$ cat config.mk
export PLATFORM = sky130hd
export DESIGN_NAME = spi_boot_loader_engine
export DESIGN_NICKNAME = d
export VERILOG_FILES = /design/src/shared/spi_boot_pkg.sv /design/src/rtl/spi_boot_loader_engine.sv
export VERILOG_INCLUDE_DIRS = /design/src /design/src/shared
export SDC_FILE = /design/constraint.sdc
export NUM_CORES = 1
export LEC_CHECK = 0
export BUFFER_PORTS_ARGS = -buffer_cell sky130_fd_sc_hd__buf_2
export CELL_PAD_IN_SITES_DETAIL_PLACEMENT = 1
export CELL_PAD_IN_SITES_GLOBAL_PLACEMENT = 1
export CORE_ASPECT_RATIO = 0.9
export CORE_UTILIZATION = 53
export CTS_BUF_LIST = sky130_fd_sc_hd__clkbuf_4 sky130_fd_sc_hd__clkbuf_8
export DETAILED_ROUTE_END_ITERATION = 10
export PLACE_DENSITY = 0.86
export SYNTH_ARGS = -nofsm -noshare
export SYNTH_HDL_FRONTEND = slang
export SYNTH_SLANG_ARGS = --single-unit
$ cat constraint.sdc
create_clock -name core_clk -period 19.6 [get_ports core_clk]
set_input_delay 1.96 -clock core_clk [delete_from_list [all_inputs] [get_ports core_clk]]
set_output_delay 1.96 -clock core_clk [all_outputs]
set_load 0.01 [all_outputs]
$ cat src/shared/spi_boot_regs.svh
// Offsets, field positions, reset values and codes of the serial boot loader
`ifndef SPI_BOOT_REGS_SVH
`define SPI_BOOT_REGS_SVH

// Register byte offsets
`define OFS_CTL 8'h00
`define OFS_BAUD 8'h04
`define OFS_FLAG 8'h08
`define OFS_DMAC 8'h0c
`define OFS_INDEX 8'h10
`define OFS_STEP 8'h14
`define OFS_COUNT 8'h18
`define OFS_IRQ_STAT 8'h1c
`define OFS_IRQ_MASK 8'h20
`define OFS_SRC_WIDTH 8'h24
`define OFS_ENGINE 8'h28

// Reset values
`define CTL_IDLE_RST 32'h00000000
`define CTL_SLAVE_RST 32'h00004d22
`define CTL_MASTER_RST 32'h00005d06
`define BAUD_RST 16'h0064
`define FLAG_RST 16'hfe01
`define DMAC_RST 32'h00000007
`define INDEX_RST 32'h00080000
`define STEP_RST 32'h00000001
`define COUNT_RST 32'h00000180
`define IRQ_MASK_RST 2'h1
`define SRC_WIDTH_RST 2'h2

// Control field positions
`define CTL_RCV 1
`define CTL_SEND_ZEROS_BIT 2
`define CTL_INPUT_LINE_DISABLE_BIT 5
`define CTL_WL_LO 7
`define CTL_WL_HI 8
`define CTL_BIT_ORDER_BIT 9
`define CTL_CLOCK_PHASE_BIT 10
`define CTL_CLOCK_POLARITY_BIT 11
`define CTL_MS 12
`define CTL_EN 14

// DMA control, flag and interrupt field positions
`define DMAC_EN 0
`define DMAC_RX 1
`define DMAC_INT 2
`define FLAG_SEL_EN 0
`define FLAG_SEL_VAL 8
`define IRQ_DONE 0
`define IRQ_WORD 1

// Boot pin codes, source widths and command opcode
`define BOOT_SLAVE 2'h0
`define BOOT_MASTER 2'h1
`define SRC_W8 2'h0
`define SRC_W16 2'h1
`define READ_OPCODE 8'h03

`endif

$ cat src/shared/spi_boot_pkg.sv
// Types of the serial boot loader engine
package spi_boot_pkg;

  // Engine sequence
  typedef enum logic [2:0] {
    ST_INIT = 3'b000,
    ST_SLV_ARM = 3'b001,
    ST_SLV_RUN = 3'b010,
    ST_MST_RUN = 3'b011,
    ST_DONE = 3'b100,
    ST_IDLE = 3'b101
  } boot_state_t;

  // Complete engine state
  typedef struct packed {
    boot_state_t fsm;
    logic [1:0] mode;
    logic [31:0] ctl;
    logic [15:0] baud;
    logic [15:0] flag;
    logic [31:0] dmac;
    logic [31:0] index;
    logic [31:0] step;
    logic [31:0] count;
    logic [1:0] irqStat;
    logic [1:0] irqMask;
    logic [1:0] srcWidth;
    logic [31:0] rxShift;
    logic [31:0] txShift;
    logic [4:0] subBit;
    logic [1:0] subCnt;
    logic discard;
    logic sclkInPrev;
    logic selPrev;
    logic [16:0] divCnt;
    logic sclkOut;
    logic dataOut;
    logic flagZeroN;
    logic memWe;
    logic [31:0] memAddr;
    logic [31:0] memData;
    logic irq;
    logic [31:0] rdData;
  } engine_state_t;

endpackage

$ cat src/rtl/spi_boot_loader_engine.sv
// Serial boot loader engine: slave and master boot into internal memory
`timescale 1ns/1ps
`default_nettype none
`include "spi_boot_regs.svh"

module spi_boot_loader_engine
  import spi_boot_pkg::*;
#(
  parameter int ADDR_W = 8
) (
  // Clock and reset
  input wire logic core_clk,
  input wire logic rst,
  // Boot strap pins
  input wire logic [1:0] boot_config_pins,
  // Register port
  input wire logic [ADDR_W-1:0] regAddr,
  input wire logic [31:0] regWrData,
  input wire logic regWr,
  input wire logic regRd,
  output logic [31:0] regRdData,
  // Serial clock pin, two-way
  input wire logic serialClockIn,
  output logic serialClockOut,
  output logic serialClockOeN,
  // Select and data pins
  input wire logic deviceSelectN,
  input wire logic serialDataIn,
  output logic serialDataOut,
  output logic serialDataOeN,
  output logic generalFlagZeroN,
  // Internal memory write port
  output logic memWe,
  output logic [31:0] memAddr,
  output logic [31:0] memData,
  // Status
  output logic bootDone,
  output logic irq
);

  // Registered state and its next value
  engine_state_t st_ff;
  engine_state_t nxt_st;

  // Reverse the bits of a byte
  function automatic logic [7:0] rev8(input logic [7:0] b);
    logic [7:0] r;
    r = 8'h00;
    for (int i = 0; i < 8; i++) begin
      r[i] = b[7-i];
    end
    return r;
  endfunction

  // Last bit index of one source word
  function automatic logic [4:0] lastBit(input logic [1:0] w);
    logic [4:0] r;
    case (w)
      `SRC_W8: r = 5'h07;
      `SRC_W16: r = 5'h0f;
      default: r = 5'h1f;
    endcase
    return r;
  endfunction

  // Last source word index inside one shifter word
  function automatic logic [1:0] lastSub(input logic [1:0] w);
    logic [1:0] r;
    case (w)
      `SRC_W8: r = 2'h3;
      `SRC_W16: r = 2'h1;
      default: r = 2'h0;
    endcase
    return r;
  endfunction

  // Read command word, opcode leaves the pin MSB first
  function automatic logic [31:0] cmdWord();
    return {24'h000000, rev8(`READ_OPCODE)};
  endfunction

  // Next-state logic for the whole engine
  always_comb begin
    logic rxEv;
    logic rxBit;
    logic tick;
    logic wordDone;
    logic [16:0] half;
    logic [31:0] shifted;
    logic [1:0] irqSet;
    logic [1:0] irqClr;
    rxEv = 1'b0;
    rxBit = 1'b0;
    tick = 1'b0;
    wordDone = 1'b0;
    half = 17'h00000;
    shifted = st_ff.rxShift;
    irqSet = 2'h0;
    irqClr = 2'h0;
    nxt_st = st_ff;
    // Strobe-like fields default low
    nxt_st.memWe = 1'b0;
    nxt_st.rdData = 32'h00000000;
    // Pin history for edge detection
    nxt_st.sclkInPrev = serialClockIn;
    nxt_st.selPrev = deviceSelectN;

    // Software writes
    if (regWr) begin
      case (regAddr)
        `OFS_CTL: nxt_st.ctl = regWrData;
        `OFS_BAUD: nxt_st.baud = regWrData[15:0];
        `OFS_FLAG: nxt_st.flag = regWrData[15:0];
        `OFS_DMAC: nxt_st.dmac = regWrData;
        `OFS_INDEX: nxt_st.index = regWrData;
        `OFS_STEP: nxt_st.step = regWrData;
        `OFS_COUNT: nxt_st.count = regWrData;
        `OFS_IRQ_STAT: irqClr = regWrData[1:0];
        `OFS_IRQ_MASK: nxt_st.irqMask = regWrData[1:0];
        `OFS_SRC_WIDTH: nxt_st.srcWidth = regWrData[1:0];
        default: begin
          // Unmapped or read-only offset, write ignored
        end
      endcase
    end

    // Software reads, data shows one cycle later
    if (regRd) begin
      case (regAddr)
        `OFS_CTL: nxt_st.rdData = st_ff.ctl;
        `OFS_BAUD: nxt_st.rdData = {16'h0000, st_ff.baud};
        `OFS_FLAG: nxt_st.rdData = {16'h0000, st_ff.flag};
        `OFS_DMAC: nxt_st.rdData = st_ff.dmac;
        `OFS_INDEX: nxt_st.rdData = st_ff.index;
        `OFS_STEP: nxt_st.rdData = st_ff.step;
        `OFS_COUNT: nxt_st.rdData = st_ff.count;
        `OFS_IRQ_STAT: nxt_st.rdData = {30'h00000000, st_ff.irqStat};
        `OFS_IRQ_MASK: nxt_st.rdData = {30'h00000000, st_ff.irqMask};
        `OFS_SRC_WIDTH: nxt_st.rdData = {30'h00000000, st_ff.srcWidth};
        `OFS_ENGINE: nxt_st.rdData = {27'h0000000, st_ff.fsm, st_ff.mode};
        default: nxt_st.rdData = 32'h00000000;
      endcase
    end

    // Half period of the generated clock in core cycles
    half = (st_ff.baud == 16'h0000) ? 17'h00002 : {st_ff.baud, 1'b0};

    // Boot sequence
    case (st_ff.fsm)
      // First cycle after reset: catch the strap pins
      ST_INIT: begin
        nxt_st.mode = boot_config_pins;
        case (boot_config_pins)
          `BOOT_SLAVE: begin
            nxt_st.ctl = `CTL_SLAVE_RST;
            nxt_st.discard = 1'b0;
            nxt_st.fsm = ST_SLV_ARM;
          end
          `BOOT_MASTER: begin
            nxt_st.ctl = `CTL_MASTER_RST;
            nxt_st.baud = `BAUD_RST;
            nxt_st.flag = `FLAG_RST;
            nxt_st.txShift = cmdWord();
            nxt_st.discard = 1'b1;
            nxt_st.divCnt = 17'h00000;
            nxt_st.fsm = ST_MST_RUN;
          end
          default: begin
            // Parallel or internal boot: engine stays out of the way
            nxt_st.ctl = `CTL_IDLE_RST;
            nxt_st.fsm = ST_IDLE;
          end
        endcase
      end
      // Slave boot waits for a real falling edge of the select
      ST_SLV_ARM: begin
        if (st_ff.selPrev && !deviceSelectN) begin
          nxt_st.fsm = ST_SLV_RUN;
        end
      end
      // Slave boot samples on the rising host clock edge
      ST_SLV_RUN: begin
        if (st_ff.ctl[`CTL_EN] && !deviceSelectN &&
            serialClockIn && !st_ff.sclkInPrev) begin
          rxEv = 1'b1;
          rxBit = serialDataIn;
        end
      end
      // Master boot drives clock, select and the command word
      ST_MST_RUN: begin
        nxt_st.flagZeroN = st_ff.flag[`FLAG_SEL_EN] ?
                           st_ff.flag[`FLAG_SEL_VAL] : 1'b1;
        if (st_ff.ctl[`CTL_EN]) begin
          // Divider gives one enable per half period
          if (st_ff.divCnt >= half - 17'h00001) begin
            nxt_st.divCnt = 17'h00000;
            tick = 1'b1;
          end else begin
            nxt_st.divCnt = st_ff.divCnt + 17'h00001;
          end
          if (tick) begin
            if (st_ff.sclkOut) begin
              // Falling edge: put the next bit out, LSB first
              nxt_st.sclkOut = 1'b0;
              nxt_st.dataOut = st_ff.txShift[0];
              // Zeros or the same word again once the command is out
              nxt_st.txShift = {st_ff.ctl[`CTL_SEND_ZEROS_BIT] ? 1'b0 :
                                st_ff.txShift[0], st_ff.txShift[31:1]};
            end else begin
              // Rising edge: sample the slave
              nxt_st.sclkOut = 1'b1;
              rxEv = 1'b1;
              rxBit = serialDataIn;
            end
          end
        end
      end
      // Load finished or engine unused
      ST_DONE, ST_IDLE: begin
        nxt_st.divCnt = 17'h00000;
      end
      default: begin
        nxt_st.fsm = ST_IDLE;
      end
    endcase

    // Shift in LSB first; source words pack low word first
    if (rxEv) begin
      shifted = {rxBit, st_ff.rxShift[31:1]};
      nxt_st.rxShift = shifted;
      if (st_ff.subBit == lastBit(st_ff.srcWidth)) begin
        nxt_st.subBit = 5'h00;
        if (st_ff.subCnt == lastSub(st_ff.srcWidth)) begin
          nxt_st.subCnt = 2'h0;
          wordDone = 1'b1;
        end else begin
          nxt_st.subCnt = st_ff.subCnt + 2'h1;
        end
      end else begin
        nxt_st.subBit = st_ff.subBit + 5'h01;
      end
    end

    // Full shifter word: drop it or hand it to memory
    if (wordDone) begin
      if (st_ff.discard) begin
        // Word caught during the command, boot data follows
        nxt_st.discard = 1'b0;
      end else if (st_ff.ctl[`CTL_RCV] && st_ff.dmac[`DMAC_EN] &&
                   st_ff.count != 32'h00000000) begin
        nxt_st.memWe = 1'b1;
        nxt_st.memAddr = st_ff.index;
        nxt_st.memData = shifted;
        nxt_st.index = st_ff.index + st_ff.step;
        nxt_st.count = st_ff.count - 32'h00000001;
        irqSet[`IRQ_WORD] = 1'b1;
        // Last transfer ends the boot and frees the link
        if (st_ff.count == 32'h00000001) begin
          nxt_st.fsm = ST_DONE;
          nxt_st.dmac[`DMAC_EN] = 1'b0;
          nxt_st.sclkOut = 1'b1;
          nxt_st.flag[`FLAG_SEL_VAL] = 1'b1;
          nxt_st.flagZeroN = 1'b1;
          irqSet[`IRQ_DONE] = st_ff.dmac[`DMAC_INT];
        end
      end
    end

    // Sticky status: a new event beats a clear in the same cycle
    nxt_st.irqStat = (st_ff.irqStat & ~irqClr) | irqSet;
    nxt_st.irq = |(nxt_st.irqStat & nxt_st.irqMask);
  end

  // State register
  always_ff @(posedge core_clk or posedge rst) begin
    if (rst) begin
      st_ff.fsm <= ST_INIT;
      st_ff.mode <= 2'h0;
      st_ff.ctl <= `CTL_IDLE_RST;
      st_ff.baud <= `BAUD_RST;
      st_ff.flag <= `FLAG_RST;
      st_ff.dmac <= `DMAC_RST;
      st_ff.index <= `INDEX_RST;
      st_ff.step <= `STEP_RST;
      st_ff.count <= `COUNT_RST;
      st_ff.irqStat <= 2'h0;
      st_ff.irqMask <= `IRQ_MASK_RST;
      st_ff.srcWidth <= `SRC_WIDTH_RST;
      st_ff.rxShift <= 32'h00000000;
      st_ff.txShift <= 32'h00000000;
      st_ff.subBit <= 5'h00;
      st_ff.subCnt <= 2'h0;
      st_ff.discard <= 1'b0;
      st_ff.sclkInPrev <= 1'b1;
      st_ff.selPrev <= 1'b0;
      st_ff.divCnt <= 17'h00000;
      st_ff.sclkOut <= 1'b1;
      st_ff.dataOut <= 1'b0;
      st_ff.flagZeroN <= 1'b1;
      st_ff.memWe <= 1'b0;
      st_ff.memAddr <= 32'h00000000;
      st_ff.memData <= 32'h00000000;
      st_ff.irq <= 1'b0;
      st_ff.rdData <= 32'h00000000;
    end else begin
      st_ff <= nxt_st;
    end
  end

  // Outputs straight from the state register
  assign regRdData = st_ff.rdData;
  assign serialClockOut = st_ff.sclkOut;
  // Clock pin driven only by a master boot
  assign serialClockOeN = ~st_ff.ctl[`CTL_MS];
  assign serialDataOut = st_ff.dataOut;
  // Slave boot keeps its output line off
  assign serialDataOeN = st_ff.ctl[`CTL_INPUT_LINE_DISABLE_BIT] | (st_ff.ctl == `CTL_IDLE_RST);
  assign generalFlagZeroN = st_ff.flagZeroN;
  assign memWe = st_ff.memWe;
  assign memAddr = st_ff.memAddr;
  assign memData = st_ff.memData;
  assign bootDone = (st_ff.fsm == ST_DONE);
  assign irq = st_ff.irq;

endmodule
`default_nettype wire

# ---- Word level (Yosys, flattened, before mapping)
# Cells that the tools add are included.
dict set report word_totals {
  input_bits 49
  ff_bits 395
  output_inout_bits 104
}
dict set report classes {
  n_eq_ne 24
  muxes 91
  bitwise 7
  reduce_logical 31
  magnitude_cmp 1
  addsub 6
}
# cell n
set ops {}
lappend ops {{$mux 32} 15}
lappend ops {{$pmux 32 s11} 1}
lappend ops {{$mux 66} 3}
lappend ops {{$mux 192} 1}
lappend ops {{$mux 33} 3}
lappend ops {{$mux 64} 1}
lappend ops {{$pmux 32 s2} 1}
lappend ops {{$mux 17} 3}
lappend ops {{$pmux 17 s3} 1}
lappend ops {{$add 32x32->32} 1}
lappend ops {{$eq 32x1->1 const B} 1}
lappend ops {{$eq 8x5->1 const B} 4}
lappend ops {{$logic_not 32->1} 1}
lappend ops {{$mux 16} 2}
lappend ops {{$reduce_bool 32->1} 1}
lappend ops {{$sub 32x1->32 const B} 1}
lappend ops {{$mux 1} 31}
lappend ops {{$pmux 15 s2} 1}
lappend ops {{$eq 8x6->1 const B} 3}
lappend ops {{$mux 2} 11}
lappend ops {{$mux 19} 1}
lappend ops {{$mux 3} 6}
lappend ops {{$add 17x1->17 const B} 1}
lappend ops {{$ge 17x17->1} 1}
lappend ops {{39 further kinds} 65}

# ---- Depth between registers and ports, before layout
dict set report logic_depth {
  word_depth 22
  ltp_mapped 30
  mapped_depth_nobuf 28
}

# ---- Least setup slack after synthesis
# OpenSTA, ideal clock, no wires.
dict set report synth_timing {
  kind {reg2reg}
  from {register st_ff[353] in the netlist's numbering}
  to {register st_ff[223] in the netlist's numbering}
  period_less_slack_ps 4865
  setup_time_ps 77
  arrival_time_ps 4787
  path_stages_with_launch 29
  setup_slack_ps 14735
  path_cell_list {dfrtp_1 > or3_1 > nor4_1 > nand3_1 > nor4_1 > or2_2 > inv_1 > ha_1 > nand2b_1 > or3_1 > nor2_1 > xnor2_1 > ha_1 > nand2_1 > a21oi_1 > o21ai_0 > o21ai_0 > a21oi_1 > inv_1 > ha_1 > nand4_1 > a21boi_1 > and4_1 > a21bo_1 > buf_6 > nand2_1 > clkbuf_1 > o21ai_0 > a21oi_1}
}
# element line_no
set synth_rtl {}
lappend synth_rtl {{start: declaration} spi_boot_loader_engine.sv:42} ;# engine_state_t st_ff;

==> metrics <==
CTS sink cnt 395; number of synthesized register bits 395; Layout area overhead 9.12%; CTS tree built; register area 9910 sq um; Core Region 37,600 sq um; DRT iter0 DRCs 1,673; Initial Util 0.544; RSZ-0062 raised after global routing false; Die ar. 39,300 sq um; Via Count 17.3k; routed wire length 66.9 mm; Crit. Startpoint st_ff[353]; clock-pin slew on the worst setup and hold paths 60 ps; total power 1.86 mW; initial antenna violation count 2; Post-Syn Area per Cell 9.50 sq um; FMAX 136 MHz; Final Core Density 0.593; layout net count 2,289; Hold-fix buffers, CTS 0; total setup buffers inserted after CTS 0; most common cell after layout, fill and taps aside nand2_1; met1 track demand over resource 0.487; Top Family by Delay on Critical Path simple AND/OR/NAND/NOR gates; WL/cell 24.6 microns; vias in the first global route 17.9k; CP endpoint kind flop; Post-CTS Resized 0; status finished clean; Initial DRT Pass Iterations 7; Max-Cap Viols 0; Synth async-reset ratio 1.00; # IOs 153; clk_lat worst skew 620 ps; Buffers on Ports 152; RR Startpoint st_ff[353]; relative slew slack 0.113; TNS Setup 0 ps; Final setup violation count 0; H-tree Lvls 3; VDD IR max 56.7 uV; mapped cell area 20,400 sq um; arrival time worst endpoint 7870 ps; fraction of layout cells with a size suffix above 1 0.202; global-route usage over all layers 0.344; post-DP HPWL 45.6 mm; Synth Net Count 2,257; Critical R2R Capture st_ff[228]; post-DR vias/cell 6.36; routability cong. 0.916; Buf/Inv on CP 5; Setup crit start kind flop; Multi-input gate area 9190 sq um; Top FF cell, synth dfrtp_1; warnings from Yosys 0; Hold Crit Class flop to flop; worst reg2reg path depth 29; CTS Root Cell clkbuf_8; final worst path period share 0.375; post-synthesis cell count 2,149; Comb power frac 0.086; critical path peak fanout 78; Clock Skew 30.2 ps; Routed Antenna Nets 0; Site Rows 67; grt met2 use 0.520; final hold violation count 0; Die X 209 microns; GRT busiest layer met2; first-pass GRT wire length 105 mm; Flop pwr share 0.483; Required @ worst endpoint 20,110 ps; worst slew pin tran 1330 ps; Net Sw Frac 0.262; post-route minimum period 7350 ps; GRT overflow 0; most frequent cells in the layout nand2_1 (457), dfrtp_1 (372), buf_2 (152); maximum clock path buffer count 3; Distinct cells, synth 73; Max Slew Vio Count 0; Post-synth EDFFs 0; Clock power frac 0.431; drt drc 0; CTS Buf Count 68; Slowest cell on crit path buf_4; PD cells 83.3 nW/um^2; Reg2Reg Setup Slack 12,250 ps; post-synthesis sequential area ratio 0.486; die height 188 microns; CP peak stage delay 730 ps; Crit. path cell count 29; Setup crit end st_ff[228]; filler instances 4,289; critical path class flop to flop; leakage power 10.9 nW; met3 usage 0.0778; switching pwr 486 uW; largest net degree at the start of global routing 184; cell-internal power 1.37 mW
-- stage by stage --
stage          hold slack [ps]  instance area (sq um)  std cells  setup WS [ps]
2_1_floorplan              433                  20400       2149           6700
3_3_place_gp               439                  20800       2594          12900
3_5_place_dp               451                  20800       2594          12480
4_1_cts                    465                  22300       2715          12370
5_1_grt                    476                  22300       2716          11640
6_report                   457                  22300       2716          12250
-- synth_stat cells, types with 6 or more instances --
master    number  share of area
and2_1         7         0.0021
mux2i_1       31          0.015
and3_1        24         0.0074
xor2_1        14         0.0060
ha_1          58          0.036
o21ai_0      104          0.025
inv_1         46         0.0085
a22oi_1       54          0.020
or3_1          9         0.0028
nor3_1        29         0.0071
a222oi_1      27          0.013
a311oi_1       9         0.0039
nor3b_1        7         0.0026
mux2_2       104          0.057
or4_1          6         0.0022
nand4_1       16         0.0049
buf_4         96          0.035
dfstp_2       23          0.030
o21a_1        12         0.0044
nor2b_1        7         0.0021
o21bai_1       7         0.0026
buf_2         13         0.0032
o22ai_1       13         0.0040
a31oi_1       22         0.0067
dfrtp_1      372           0.46
a21o_1        30          0.011
buf_1          7         0.0013
a211oi_1      14         0.0051
xnor2_1       26          0.011
nand2b_1      24         0.0074
nand2_1      458          0.084
clkbuf_1      95          0.017
nor4_1        18         0.0055
nor2_1        75          0.014
o31ai_1        6         0.0022
nand3_1       74          0.018
a21oi_1      144          0.035
-- worst min path at each step --
stage | from | end | slack [ps] | cells past startpoint
floorplan | st_ff[134] | st_ff[133] | 430 | 2
global placement | st_ff[135] | st_ff[134] | 440 | 2
detailed placement | memData[3] | memData[3] | 450 | 2
CTS | memAddr[10] | memAddr[10] | 460 | 2
global route | memAddr[10] | memAddr[10] | 480 | 2
finish | memAddr[10] | memAddr[10] | 460 | 2
-- metal layers --
metal	up-vias	wire length, microns
li1	7567	-
met1	8771	28800
met2	786	30200
met3	152	5980
met4	2	1930
met5	-	10
-- area by class of cell --
| cell class | instances | area share |
|---|---|---|
| Clock buffer | 111 | 0.0596 |
| Clock inverter | 10 | 0.00477 |
| Sequential cell | 395 | 0.445 |
| Antenna cell | 1 | 0.000112 |
| Tap cell | 483 | 0.0271 |
| Timing Repair Buffer | 175 | 0.0425 |
| Inverter | 47 | 0.00837 |
| Multi-Input combinational cell | 1494 | 0.413 |
-- worst min-delay path, delay by kind of cell (launching register included) --
| family | cells | cell delay, ps |
|---|---|---|
| flops | 1 | 330 |
| simple gates | 2 | 100 |
-- kinds of logic after synthesis --
logic type / count (synthesis) / synth area share
flops: 395 / 0.486
simple gates: 775 / 0.169
xor+xnor: 40 / 0.0172
fa+ha+maj: 59 / 0.0365
buf+inv: 260 / 0.0671
mux: 135 / 0.0726
compound gates: 485 / 0.152
-- registers in the layout (all words and copies together) (netlist names) --
| signal | flops |
|---|---|
| memAddr | 32 |
| serialDataOut | 1 |
| serialClockOut | 1 |
| irq | 1 |
| memWe | 1 |
| memData | 32 |
| generalFlagZeroN | 1 |
| st_ff | 294 |
| regRdData | 32 |
-- power by group through the flow --
stage,combinational [mW],clock (mW),sequential (mW)
2_1_floorplan,0.109,0,0.889
3_3_place_gp,0.147,0,0.903
3_5_place_dp,0.157,0,0.907
4_1_cts,0.159,0.811,0.893
5_1_grt,0.177,0.841,0.898
6_report,0.160,0.799,0.896
(Power assumes the default switching activity.)
